[config.mk]
export PLATFORM = sky130hd
export DESIGN_NAME = dpfc_top
export DESIGN_NICKNAME = d
export VERILOG_FILES = /design/src/dpfc_pkg.sv /design/src/dpfc_top.sv
export SDC_FILE = /design/constraint.sdc
export NUM_CORES = 1
export LEC_CHECK = 0
export BUFFER_PORTS_ARGS = -buffer_cell sky130_fd_sc_hd__buf_4
export CAP_MARGIN = 10
export CELL_PAD_IN_SITES_DETAIL_PLACEMENT = 1
export CELL_PAD_IN_SITES_GLOBAL_PLACEMENT = 1
export CORE_ASPECT_RATIO = 0.8
export CORE_UTILIZATION = 36
export CTS_CLUSTER_SIZE = 12
export DETAILED_ROUTE_END_ITERATION = 6
export GPL_TIMING_DRIVEN = 0
export PLACE_DENSITY = 0.72
export SLEW_MARGIN = 25
export SYNTH_ARGS = -nofsm -noshare
export SYNTH_HDL_FRONTEND = slang
export SYNTH_SLANG_ARGS = --single-unit
[constraint.sdc]
create_clock -name sys_clk_in -period 2.3 [get_ports sys_clk_in]
set_input_delay 0.575 -clock sys_clk_in [delete_from_list [all_inputs] [get_ports sys_clk_in]]
set_output_delay 0.575 -clock sys_clk_in [all_outputs]
set_load 0.005 [all_outputs]
[src/dpfc_pkg.sv]
// Constants and types for the PLL feedback configuration block
package dpfc_pkg;
   // Byte addresses on the register port
   localparam logic [15:0] DPFC_ADDR_ENA  = 16'h0064;
   localparam logic [15:0] DPFC_ADDR_WIN  = 16'h0065;
   localparam logic [15:0] DPFC_ADDR_INTH = 16'h0066;
   localparam logic [15:0] DPFC_ADDR_INTL = 16'h0067;
   localparam logic [15:0] DPFC_ADDR_FR2  = 16'h0068;
   localparam logic [15:0] DPFC_ADDR_FR1  = 16'h0069;
   localparam logic [15:0] DPFC_ADDR_FR0  = 16'h006A;
   localparam logic [15:0] DPFC_ADDR_ORD  = 16'h006D;

   // Field positions
   localparam int DPFC_FAST_BIT = 0;
   localparam int DPFC_HAVG_BIT = 1;
   localparam int DPFC_ORD_HI   = 7;
   localparam int DPFC_ORD_LO   = 6;
   localparam int DPFC_GAIN_HI  = 5;
   localparam int DPFC_GAIN_LO  = 4;
   localparam int DPFC_DITH_HI  = 2;
   localparam int DPFC_INT_W    = 9;
   localparam int DPFC_FRAC_W   = 21;

   // Reset values
   localparam logic       DPFC_RST_FAST = 1'h0;
   localparam logic       DPFC_RST_HAVG = 1'h0;
   localparam logic [7:0] DPFC_RST_WIN  = 8'h3F;
   localparam logic [8:0] DPFC_RST_INT  = 9'h02D;
   localparam logic [20:0] DPFC_RST_FRAC = 21'h000000;
   localparam logic [1:0] DPFC_RST_ORD  = 2'h3;
   localparam logic [1:0] DPFC_RST_GAIN = 2'h1;
   localparam logic [2:0] DPFC_RST_DITH = 3'h0;

   // Field codes
   localparam logic [1:0] DPFC_ORD_OFF   = 2'h0;
   localparam logic [1:0] DPFC_GAIN_HALF = 2'h0;
   localparam logic [1:0] DPFC_GAIN_ONE  = 2'h1;
   localparam logic [1:0] DPFC_GAIN_TWO  = 2'h2;
   localparam logic [1:0] DPFC_GAIN_FOUR = 2'h3;
   localparam logic [2:0] DPFC_DITH_NONE = 3'h0;
   localparam logic [6:0] DPFC_DITH_LSB  = 7'h01;
   localparam logic [6:0] DPFC_DITH_MAX  = 7'h40;
   localparam logic [1:0] DPFC_HM_INST   = 2'h0;
   localparam logic [1:0] DPFC_HM_FAST   = 2'h1;
   localparam logic [1:0] DPFC_HM_MID    = 2'h3;

   // Timing: window step 2.5 ns, history look-back 100 ms
   localparam int DPFC_WIN_STEP_PS = 2500;
   localparam int DPFC_HIST_MS     = 100;
   localparam int DPFC_CLK_HZ      = 10_000_000;
   localparam int DPFC_HIST_CYC    = DPFC_HIST_MS * (DPFC_CLK_HZ / 1000);

   // Effective holdover averaging behaviour
   typedef enum logic [1:0] {
      DPFC_AVG_OFF,
      DPFC_AVG_INST,
      DPFC_AVG_FAST,
      DPFC_AVG_MID
   } dpfc_avg_t;
endpackage

[src/dpfc_top.sv]
// PLL feedback configuration registers and their effect on the loop
`timescale 1ns/1ps
`default_nettype none

module dpfc_top
   import dpfc_pkg::*;
#(
   parameter int FE_W        = 16,
   parameter int HIST_CYCLES = DPFC_HIST_CYC
) (
   input  wire logic                   sys_clk_in,
   input  wire logic                   rst_n_in,
   input  wire logic [15:0]            reg_addr_in,
   input  wire logic                   reg_wr_in,
   input  wire logic                   reg_rd_in,
   input  wire logic [7:0]             reg_wdata_in,
   output logic      [7:0]             reg_rdata_out,
   output logic                        reg_rvalid_out,
   input  wire logic                   phase_locked_in,
   input  wire logic [3:0]             locked_bw_in,
   input  wire logic [2:0]             locked_damp_in,
   input  wire logic [3:0]             acq_bw_in,
   input  wire logic [2:0]             acq_damp_in,
   output logic      [3:0]             loop_bw_out,
   output logic      [2:0]             loop_damp_out,
   output logic                        acquiring_out,
   input  wire logic [7:0]             phase_err_in,
   output logic                        in_window_out,
   input  wire logic [1:0]             hold_mode_in,
   output dpfc_avg_t                   avg_mode_out,
   output logic                        hist_tick_out,
   output logic      [29:0]            fb_value_out,
   output logic                        dsm_enable_out,
   output logic      [1:0]             dsm_order_out,
   input  wire logic signed [FE_W-1:0] freq_err_in,
   output logic signed [FE_W+1:0]      dco_err_out,
   output logic      [6:0]             dither_amp_out
);

   localparam int HCW = $clog2(HIST_CYCLES);
   localparam logic [HCW-1:0] HIST_LAST = HCW'(HIST_CYCLES - 1);

   logic        fast_q;
   logic        havg_q;
   logic [7:0]  win_q;
   logic [8:0]  int_q;
   logic [20:0] frac_q;
   logic [1:0]  ord_q;
   logic [1:0]  gain_q;
   logic [2:0]  dith_q;
   logic [HCW-1:0] hist_cnt_q;

   // Scales the error; half rounds toward minus infinity
   function automatic logic signed [FE_W+1:0] dpfc_scale(
      input logic signed [FE_W-1:0] e,
      input logic [1:0]             g
   );
      logic signed [FE_W+1:0] x;
      x = {{2{e[FE_W-1]}}, e};
      case (g)
         DPFC_GAIN_HALF: dpfc_scale = x >>> 1;
         DPFC_GAIN_ONE:  dpfc_scale = x;
         DPFC_GAIN_TWO:  dpfc_scale = x <<< 1;
         default:        dpfc_scale = x <<< 2;
      endcase
   endfunction

   // Dither magnitude in LSBs from the three-bit code
   function automatic logic [6:0] dpfc_dither(input logic [2:0] c);
      if (c == DPFC_DITH_NONE) begin
         dpfc_dither = '0;
      end else begin
         dpfc_dither = DPFC_DITH_LSB << (c - 3'h1);
      end
   endfunction

   // Read-back mux; reserved and unmapped bits read as zero
   function automatic logic [7:0] dpfc_read(input logic [15:0] a);
      logic [7:0] r;
      r = '0;
      case (a)
         DPFC_ADDR_ENA: begin
            r[DPFC_FAST_BIT] = fast_q;
            r[DPFC_HAVG_BIT] = havg_q;
         end
         DPFC_ADDR_WIN:  r = win_q;
         DPFC_ADDR_INTH: r[0] = int_q[DPFC_INT_W-1];
         DPFC_ADDR_INTL: r = int_q[7:0];
         DPFC_ADDR_FR2:  r[4:0] = frac_q[DPFC_FRAC_W-1:16];
         DPFC_ADDR_FR1:  r = frac_q[15:8];
         DPFC_ADDR_FR0:  r = frac_q[7:0];
         DPFC_ADDR_ORD: begin
            r[DPFC_ORD_HI:DPFC_ORD_LO]   = ord_q;
            r[DPFC_GAIN_HI:DPFC_GAIN_LO] = gain_q;
            r[DPFC_DITH_HI:0]            = dith_q;
         end
         default: r = '0;
      endcase
      dpfc_read = r;
   endfunction

   // Enable bits
   always_ff @(posedge sys_clk_in) begin
      if (!rst_n_in) begin
         fast_q <= DPFC_RST_FAST;
         havg_q <= DPFC_RST_HAVG;
      end else if (reg_wr_in && reg_addr_in == DPFC_ADDR_ENA) begin
         fast_q <= reg_wdata_in[DPFC_FAST_BIT];
         havg_q <= reg_wdata_in[DPFC_HAVG_BIT];
      end
   end

   // Lock window; a zero write is stored as is, software must avoid it
   always_ff @(posedge sys_clk_in) begin
      if (!rst_n_in) begin
         win_q <= DPFC_RST_WIN;
      end else if (reg_wr_in && reg_addr_in == DPFC_ADDR_WIN) begin
         win_q <= reg_wdata_in;
      end
   end

   // Modulator integer part, split over two bytes
   always_ff @(posedge sys_clk_in) begin
      if (!rst_n_in) begin
         int_q <= DPFC_RST_INT;
      end else if (reg_wr_in && reg_addr_in == DPFC_ADDR_INTH) begin
         int_q[DPFC_INT_W-1] <= reg_wdata_in[0];
      end else if (reg_wr_in && reg_addr_in == DPFC_ADDR_INTL) begin
         int_q[7:0] <= reg_wdata_in;
      end
   end

   // Modulator fraction, three bytes; upper reserved bits dropped
   always_ff @(posedge sys_clk_in) begin
      if (!rst_n_in) begin
         frac_q <= DPFC_RST_FRAC;
      end else if (reg_wr_in) begin
         case (reg_addr_in)
            DPFC_ADDR_FR2: frac_q[DPFC_FRAC_W-1:16] <= reg_wdata_in[4:0];
            DPFC_ADDR_FR1: frac_q[15:8] <= reg_wdata_in;
            DPFC_ADDR_FR0: frac_q[7:0] <= reg_wdata_in;
            default: frac_q <= frac_q;
         endcase
      end
   end

   // Order, gain and dither byte; bit 3 is reserved and not stored
   always_ff @(posedge sys_clk_in) begin
      if (!rst_n_in) begin
         ord_q  <= DPFC_RST_ORD;
         gain_q <= DPFC_RST_GAIN;
         dith_q <= DPFC_RST_DITH;
      end else if (reg_wr_in && reg_addr_in == DPFC_ADDR_ORD) begin
         ord_q  <= reg_wdata_in[DPFC_ORD_HI:DPFC_ORD_LO];
         gain_q <= reg_wdata_in[DPFC_GAIN_HI:DPFC_GAIN_LO];
         dith_q <= reg_wdata_in[DPFC_DITH_HI:0];
      end
   end

   // Read data, one cycle after the strobe
   always_ff @(posedge sys_clk_in) begin
      if (!rst_n_in) begin
         reg_rdata_out  <= '0;
         reg_rvalid_out <= 1'b0;
      end else begin
         reg_rvalid_out <= reg_rd_in;
         if (reg_rd_in) begin
            reg_rdata_out <= dpfc_read(reg_addr_in);
         end
      end
   end

   // Loop parameter selection; registered so a lock change glitches nothing
   always_ff @(posedge sys_clk_in) begin
      if (!rst_n_in) begin
         loop_bw_out   <= '0;
         loop_damp_out <= '0;
         acquiring_out <= 1'b0;
      end else if (fast_q && !phase_locked_in) begin
         loop_bw_out   <= acq_bw_in;
         loop_damp_out <= acq_damp_in;
         acquiring_out <= 1'b1;
      end else begin
         loop_bw_out   <= locked_bw_in;
         loop_damp_out <= locked_damp_in;
         acquiring_out <= 1'b0;
      end
   end

   // Phase error, in the same 2.5 ns steps, against the window
   always_ff @(posedge sys_clk_in) begin
      if (!rst_n_in) begin
         in_window_out <= 1'b0;
      end else begin
         in_window_out <= (phase_err_in <= win_q);
      end
   end

   // Effective holdover averaging; reserved mode code treated as off
   always_ff @(posedge sys_clk_in) begin
      if (!rst_n_in) begin
         avg_mode_out <= DPFC_AVG_OFF;
      end else if (!havg_q) begin
         avg_mode_out <= DPFC_AVG_OFF;
      end else begin
         case (hold_mode_in)
            DPFC_HM_INST: avg_mode_out <= DPFC_AVG_INST;
            DPFC_HM_FAST: avg_mode_out <= DPFC_AVG_FAST;
            DPFC_HM_MID:  avg_mode_out <= DPFC_AVG_MID;
            default:      avg_mode_out <= DPFC_AVG_OFF;
         endcase
      end
   end

   // History sampling tick every 100 ms for instantaneous mode
   always_ff @(posedge sys_clk_in) begin
      if (!rst_n_in) begin
         hist_cnt_q    <= '0;
         hist_tick_out <= 1'b0;
      end else if (hist_cnt_q == HIST_LAST) begin
         hist_cnt_q    <= '0;
         hist_tick_out <= 1'b1;
      end else begin
         hist_cnt_q    <= hist_cnt_q + 1'b1;
         hist_tick_out <= 1'b0;
      end
   end

   // Modulator controls toward the feedback divider
   always_ff @(posedge sys_clk_in) begin
      if (!rst_n_in) begin
         fb_value_out   <= '0;
         dsm_enable_out <= 1'b0;
         dsm_order_out  <= DPFC_ORD_OFF;
      end else begin
         fb_value_out   <= {int_q, frac_q};
         dsm_enable_out <= (ord_q != DPFC_ORD_OFF);
         dsm_order_out  <= ord_q;
      end
   end

   // Oscillator error scaling and dither level
   always_ff @(posedge sys_clk_in) begin
      if (!rst_n_in) begin
         dco_err_out    <= '0;
         dither_amp_out <= '0;
      end else begin
         dco_err_out    <= dpfc_scale(freq_err_in, gain_q);
         dither_amp_out <= dpfc_dither(dith_q);
      end
   end
endmodule // dpfc_top

`default_nettype wire

; Word level (Yosys, flattened, before mapping)
; Index checks and enable logic that the tools add are counted.
[op_classes]
add_sub_neg = 2
order_cmp = 1
eq_ne = 13
shift = 1
mux = 12
bitwise_logic = 2
reduce_logical = 18
[op_table]
columns = op, count
row1 = equality test 16 x 7 -> 1 bit (second input constant), 8
row2 = case mux 17 bit (3 select lines), 1
row3 = adder 20 x 1 -> 20 bit (second input constant), 1
row4 = equality test 20 bit (second input constant), 1
row5 = case mux 3 bit (5 select lines), 1
row6 = case mux 1 bit (6 select lines), 2
row7 = AND reduction 2 bit, 5
row8 = <= comparator 8 bit, 1
row9 = case mux 1 bit (8 select lines), 1
row10 = case mux 1 bit (7 select lines), 1
row11 = << shifter 1 x 3 -> 7 bit (first input constant), 1
row12 = logical AND 1 bit, 6
row13 = case mux 2 bit (3 select lines), 1
row14 = case mux 1 bit (5 select lines), 1
row15 = equality test 2 x 1 -> 1 bit (second input constant), 2
row16 = equality test 2 bit (second input constant), 2
row17 = zero test 2 bit, 2
row18 = 2-to-1 mux 4 bit, 1
row19 = OR reduction 2 bit, 2
row20 = zero test 3 bit, 1
row21 = 2-to-1 mux 3 bit, 1
row22 = subtractor 3 x 1 -> 3 bit (second input constant), 1
row23 = 2-to-1 mux 1 bit, 2
row24 = NOT 1 bit, 2
row25 = 2 further kinds, 2
[totals]
ff_bits = 146
in_bits = 69
elab_cells = 74

; Depth between registers and ports, before layout
; Gate-level depths: netlist (run 1).
[depth]
word_depth = 4
ltp_mapped = 8
depth_no_buf = 7

; Worst setup path after synthesis (run 1)
; Ideal clock, no wire load.
[synth_path]
path_kind = input-to-reg
startpoint = in reg_addr_in[13]
endpoint = reg win_q[0]
setup_time_ps = 129
arrival_ps = 2154
slack_ps = 17
path_stages = 6
path_buffers = 1
cell_sequence = or4_1 > buf_2 > nor3_4 > nand4_2 > mux2i_1 > nand2_1
[synth_via]
elab_chain_cells = 2
[synth_rtl]
columns = element, line
row1 = from (decl), dpfc_top.sv:13  ; input wire logic [15:0] reg_addr_in,
row2 = equality test 16 x 7 -> 1 bit, dpfc_top.sv:117  ; end else if (reg_wr_in && reg_addr_in == DPFC_ADDR_WIN) begin
row3 = logical AND 1 bit, dpfc_top.sv:117
row4 = to (signal assigned), dpfc_top.sv:118  ; win_q <= reg_wdata_in;
row5 = to (decl), dpfc_top.sv:45  ; logic [7:0] win_q;
; Every way passes these cells.
; A chain may end at the register's enable or synchronous reset.

; Worst setup path after layout (run 1)
[layout_path]
startpoint = in reg_addr_in[9]
endpoint = reg reg_rdata_out[5]
[layout_via]
elab_chain_cells = 2
elab_cells_between_ends = 6
classes_between = eq/ne (5) / mux (1)
[layout_rtl]
columns = element, line
row1 = equality test 16 x 7 -> 1 bit, dpfc_top.sv:81  ; case (a)
row2 = case mux 3 bit (5 select lines) *, dpfc_top.sv:81
row3 = to (signal assigned), dpfc_top.sv:168  ; reg_rdata_out <= dpfc_read(reg_addr_in);
row4 = to (decl), dpfc_top.sv:17  ; output logic [7:0] reg_rdata_out,
; Every way passes the cells marked *; elsewhere a longest branch is shown, timed or not.

==> summary.md, run 1 <==
| Metric | Value |
|---|---|
| Status | `complete, no violations` |
| Top cells by area, synth | `dfxtp_1, nand2_1, mux2i_1` |
| Slowest stage delay, CP | `0.54 ns` |
| Clk Latency, worst-skew pair | `0.43 ns` |
| Hold_buf cts | `0` |
| Slew Limit Fails | `0` |
| Final WS setup | `approximately 0.07 ns` |
| DRC errors left | `0` |
| CTS H-Tree Depth | `4` |
| Core area | `16,060 sq um` |
| Crit start category | `input port` |
| GRT Util Overall | `21.74%` |
| Critical Path Sink Type | `register` |
| Setup crit start | `reg_addr_in[9]` |
| Post-Place Cell Area | `7360 sq um` |
| Die W | `between 100 and 150 um` |
| Vias per cell | `4.973` |
| Die ar. | `roughly 17,000 sq um` |
| Cell Rows | `around 40` |
| Initial antenna violation count | `0` |
| Arrival time at the worst endpoint | `2.59 ns` |
| Main flop type after synthesis | `dfxtp_1` |
| Slew HR | `55.66%` |
| Clock buffer depth | `2` |
| Pwr/cell area | `746.8 nW/um^2` |
| Share of the synthesized area in the top cell type | `48.70%` |
| Hold WC Path Type | `in -> reg` |
| Register area | `2923 sq um` |
| Drt wl/cell | `17.59 um` |
| # diodes | `0` |
| Hold path startpoint | `freq_err_in[15]` |
| Clock sinks | `146` |
| Critical-path cell list | `buf_4 -> or4_1 -> buf_2 -> nor4_4 -> buf_4 -> and2_1 -> a22oi_1 -> a21oi_1` |
| Asr flop ratio synth | `0%` |
| Initial core utilization | `37.38%` |
| Post-synthesis average cell area | `roughly 9.3 sq um` |
| Synthesized Nets | `729` |
| Slew at the pin closest to its max-slew limit | `0.6651 ns` |
| Total CTS buffers | `17` |
| # placed instances | `approximately 1k` |
| Fin. Hold Viols | `0` |
| Number of synthesized flops with an enable pin | `0` |
| Worst Path Max Fanout | `6` |
| Final Net Count | `about 900` |
| Fillers | `1,841` |
| Port Buffers | `between 100 and 150` |
| Netlist cell types | `51` |
| Most used cell, CP | `buf_4` |
| Worst r2r src | `hist_cnt_q[0]` |
| Clk_skew | `~0.006 ns` |
| Cells after synthesis | `643` |
| Gpl congestion | `0.9031` |
| Crit Path Category | `in -> reg` |
| Pre-CTS setup slack | `-0.4334 ns` |
| CTS tree | `yes` |
| Leakage | `about 3.6 nW` |
| Max cap viols | `0` |
| Post-layout minimum cycle time | `about 2.2 ns` |
| Area of the multi-input gates | `2909 sq um` |
| First-pass GRT wire length | `~29,000 um` |
| Grt total ovfl | `0` |
| Register area share after synthesis | `slightly below 50%` |
| Largest net degree at the start of global routing | `17` |
| Yosys top cell by area | `dfxtp_1` |
| Design Area, Final | `8061 sq um` |
| Post-route ant nets | `0` |
| Die height | `approximately 120 um` |
| Synthesized area | `6002 sq um` |
| Finished Layout Cells | `1,038` |
| CP max stage cell | `or4_1` |
| DP HPWL | `13,730 um` |
| Top cells by count, synth | `dfxtp_1, nand2_1, and2_1` |
| IR drop worst, VDD | `0.0004498 V` |
| Clock Root Buffer | `clkbuf_16` |
| First-pass detailed-route iteration total | `4` |
| I/O Pins | `around 150` |
| Count leader, synth | `dfxtp_1` |
| Final period utilization | `around 97%` |
| Number of global-route vias before repair | `about 5.5k` |
| Starting DRT DRC Count | `281` |
| Synth-to-Final Area Change | `34.31%` |
| Total number of vias | `between 5k and 6k` |
| Final-report setup violation count | `0` |
| Routed wire length | `18,260 um` |
| Ys Warns | `0` |
| Critical path data required time | `2.66 ns` |
| Share of cells above drive strength 1 | `24.42%` |
| Synth Register Bits | `146` |
| Max Freq | `448.6 MHz` |
| Clock transition at path regs | `0.06 ns` |
layout make-up:
type	count	area share, %
multi-input cells	448	36.09
clock buffers	19	5.494
flip-flops and latches	146	36.26
well taps	215	3.337
clock inverters	13	2.576
repair buffers	149	13.88
inverters	15	0.6984
plain buffers	33	1.676
cells in the final DEF, fill, tap and decap left out, drive strengths merged, types with 2 or more instances in the layout:
cell	count
nand2b	5
a22o	2
or2	2
and2	43
ha	17
a21oi	13
nor4	3
nor4b	4
and4	4
o211a	5
nor2b	21
nor3	5
nand3	41
clkbuf	46
xor2	15
nand2	99
bufinv	5
nor2	26
or4	3
o22ai	2
mux2i	37
a21boi	18
o21ai	29
dfxtp	146
buf	155
a22oi	9
clkinv	3
nand4	9
inv	16
clkinvlp	4
and3	13
xnor2	3
nand3b	2
nor3b	4
mux2	4
routing by layer:
| layer | global-route usage, % | routed length (um) | vias to the layer above |
|---|---|---|---|
| met4 | 7.292 | 235 | 0 |
| met2 | 34.20 | 8449 | 131 |
| met1 | 29.38 | 8240 | 2486 |
| met5 | 0 | 0 | - |
| met3 | 4.845 | 1334 | 18 |
| li1 | - | - | 2527 |
logic make-up after synthesis:
group | count (synthesis) | synth area share (%)
compound gates | 85 | 9.172
xor+xnor | 18 | 2.627
flops | 146 | 48.70
fa+ha+maj | 17 | 3.544
simple gates | 286 | 25.41
mux | 42 | 7.296
buf+inv | 49 | 3.252
worst max-delay path: cells and delay by family:
kind / cells / cell delay (ns)
buf+inv: 3 / 0.53
compound gates: 2 / 0.30
simple gates: 3 / 1.17
worst paths after layout:
check | end | cells past startpoint | slack (ns)
setup / recovery | reg_rdata_out[5] | 8 | 0.07
hold / removal | dco_err_out[17] | 2 | 0.39
setup reg to reg | hist_cnt_q[14] | 7 | 0.28
hold reg to reg | win_q[1] | 2 | 0.48
power by group:
part	internal, mW	switching [mW]
combinational	0.187	0.198
sequential	2.57	0.0179
clock	1.95	1.09
total	4.71	1.31
through the flow:
step / power (mW) / utilization, % / hold WS (ns) / setup TNS, ns
after global routing: 6.203 / 50.21 / 0.3922 / -0.05542
after CTS: 6.062 / 49.89 / 0.3728 / 0
final: 6.021 / 50.21 / 0.3902 / 0
after floorplan: 2.790 / - / 0.4299 / 0
after global placement: 3.016 / 45.84 / 0.4452 / -16.82
after detailed placement: 3.028 / 45.84 / 0.4701 / -18.67
registers in the layout, summed over array words and instances (netlist names), 2 cells and up:
register	cells
fb_value_out	30
frac_q	21
hist_cnt_q	20
dco_err_out	18
int_q	9
reg_rdata_out	8
win_q	8
dither_amp_out	7
loop_bw_out	4
dith_q	3
loop_damp_out	3
avg_mode_out	2
dsm_order_out	2
gain_q	2
ord_q	2
repair_timing:
item,4_1_cts,5_1_grt
setup buffers,0,4
resized for setup,0,6
endpoints found under the setup margin,0,43
No activity file was read; power rests on OpenSTA's default activity.
==> run 2: changes to the inputs <==
==> constraint.sdc (replaced) <==
create_clock -name sys_clk_in -period 2.3 [get_ports sys_clk_in]
set_input_delay 0.345 -clock sys_clk_in [delete_from_list [all_inputs] [get_ports sys_clk_in]]
set_output_delay 0.345 -clock sys_clk_in [all_outputs]
set_load 0.005 [all_outputs]
==> run 2 against run 1 <==
- cell count decreased by 0.29%
- via count increased by 0.31%
- sequential cell count unchanged
- worst hold slack worse by 0.23 ns
- register-to-register slack about the same
- clock skew increased by 0.0011 ns
- global-route usage is the same
- sequential power about the same
- critical endpoint is now frac_q[16]
- largest cell class unchanged
- largest power group unchanged
- highest routed layer unchanged
==> summary.md, run 2 (synthesis results as in run 1) <==
| Metric | Value |
|---|---|
| # placed instances | `1,003` |
| Total number of vias | `5,178` |
| Status | `complete, no violations` |
| Clock transition at path regs | `approximately 0.060 ns` |
| Final period utilization | `88.83%` |
| Critical path data required time | `~2.6 ns` |
| Slew HR | `55.04%` |
| Largest net degree at the start of global routing | `17` |
| Post-route ant nets | `0` |
| Cell Rows | `41` |
| Post-cts sizing count | `0` |
| DP HPWL | `13,730 um` |
| Clk_skew | `0.007044 ns` |
| Hold Slack | `around 0.16 ns` |
| Largest register FFs | `30` |
| Slew Limit Fails | `0` |
| Max Freq | `489.5 MHz` |
| Clock buffer depth | `2` |
| Fillers | `1,849` |
| Final WS setup | `0.2569 ns` |
| # diodes | `0` |
| Number of global-route vias before repair | `between 5k and 6k` |
| Worst Path Max Fanout | `10` |
| Die W | `146.4 um` |
| Internal Power | `4.710 mW` |
| Crit start category | `input port` |
| Die ar. | `17,200 sq um` |
| Critical-path cell list | `buf_4 -> or4_1 -> buf_2 -> nor4_4 -> nand3_1 -> nand2_1 -> o21ai_0` |
| Hold WC Path Type | `in -> reg` |
| Pre-CTS setup slack | `-0.2034 ns` |
| Combinational share of power | `6.4%` |
| DRC errors left | `0` |
| Slew at the pin closest to its max-slew limit | `0.6744 ns` |
| First-pass detailed-route iteration total | `4` |
| Port Buffers | `between 100 and 150` |
| Critical Path Sink Type | `register` |
| CTS H-Tree Depth | `4` |
| Biggest regs | `fb_value_out: 30 flops, frac_q: 21 flops, hist_cnt_q: 20 flops` |
| Total CTS buffers | `17` |
| Number of buffer and inverter stages on the critical path | `2` |
| Slowest stage delay, CP | `0.53 ns` |
| Core area | `16,060 sq um` |
| Drt wl/cell | `around 18 um` |
| Clock sinks | `~150` |
| Routed wire length | `approximately 18,000 um` |
| Commonest non-fill, non-tap cell in the layout | `buf_4` |
| Starting DRT DRC Count | `302` |
| Final Net Count | `893` |
| Crit. path cell count | `7` |
| Clk Latency, worst-skew pair | `0.43 ns` |
| Clock Power Share | `around 51%` |
| Vias per cell | `5.003` |
| Cell count of the worst hold path | `2` |
| Post-Place Cell Area | `7360 sq um` |
| Final-report setup violation count | `0` |
| Hold_buf cts | `0` |
| Arrival time at the worst endpoint | `2.34 ns` |
| Die height | `117.5 um` |
| CP top delay family | `simple AND/OR/NAND/NOR gates` |
| Crit Path Category | `in -> reg` |
| CP max stage cell | `or4_1` |
| Pwr/cell area | `~750 nW/um^2` |
| I/O Pins | `148` |
| IR drop worst, VDD | `0.0004479 V` |
| Share of cells above drive strength 1 | `23.66%` |
| Register with the most flip-flops | `fb_value_out` |
| Most frequent cells in the layout | `buf_4, dfxtp_1, nand2_1` |
| Sw Ratio | `21.77%` |
| Initial core utilization | `a little under two fifths` |
| Flop pwr share | `43.0%` |
| FF-to-FF path depth | `7` |
| RSZ-0062 raised after global routing | `no` |
| Synth-to-Final Area Change | `33.46%` |
| GRT Util Overall | `21.74%` |
| Grt total ovfl | `0` |
| NetSw | `1.310 mW` |
| Clock Root Buffer | `clkbuf_16` |
| First-pass GRT wire length | `a little under 30,000 um` |
| Fin. Hold Viols | `0` |
| CTS tree | `yes` |
| Max cap viols | `0` |
| TNS Setup | `0 ns` |
| Leakage | `3.596 nW` |
| Setup Buffers After CTS | `0` |
| Post-layout minimum cycle time | `2.043 ns` |
| Gpl congestion | `0.9031` |
| Initial antenna violation count | `0` |
| Finished Layout Cells | `1,035` |
| Design Area, Final | `8010 sq um` |
[run 2: cell count changes in the layout (fill, tap and decap cells not counted), sizes merged]
| cell | change |
|---|---|
| buf | -3 |
[run 2: per-stage QoR]
step	total power, mW	utilization, %
2_1_floorplan	2.790	-
3_3_place_gp	3.016	45.84
3_5_place_dp	3.028	45.84
4_1_cts	6.062	49.89
5_1_grt	6.200	49.89
6_report	6.021	49.89
[run 2: final timing paths]
kind / startpoint / end / slack [ns]
worst max-delay path: reg_addr_in[13] / frac_q[16] / 0.26
worst min-delay path: freq_err_in[15] / dco_err_out[17] / 0.16
worst max register to register: hist_cnt_q[0] / hist_cnt_q[14] / 0.28
worst min register to register: win_q[1] / win_q[1] / 0.48
[run 2: power by group through the flow]
stage	Combinational, mW	Sequential, mW	Clock (mW)
4_1_cts	0.386	2.59	3.09
5_1_grt	0.416	2.59	3.19
3_3_place_gp	0.373	2.64	0
6_report	0.385	2.59	3.05
3_5_place_dp	0.384	2.64	0
2_1_floorplan	0.145	2.65	0
[run 2: metal layers]
metal	vias to the layer above	track usage (%)	routed length [um]
li1	2517	-	-
met1	2515	29.38	8600
met2	125	34.20	8309
met3	21	4.845	953
met4	0	7.292	257
met5	-	0	0
[run 2: layout make-up]
cell class	count	area, sq um	area share, %
plain buffers	34	138.9	1.734
inverters	15	56.30	0.7029
flip-flops and latches	146	2923	36.49
well taps	215	269.0	3.358
clock buffers	19	442.9	5.530
clock inverters	13	207.7	2.593
repair buffers	145	1089	13.59
multi-input cells	448	2884	36.00
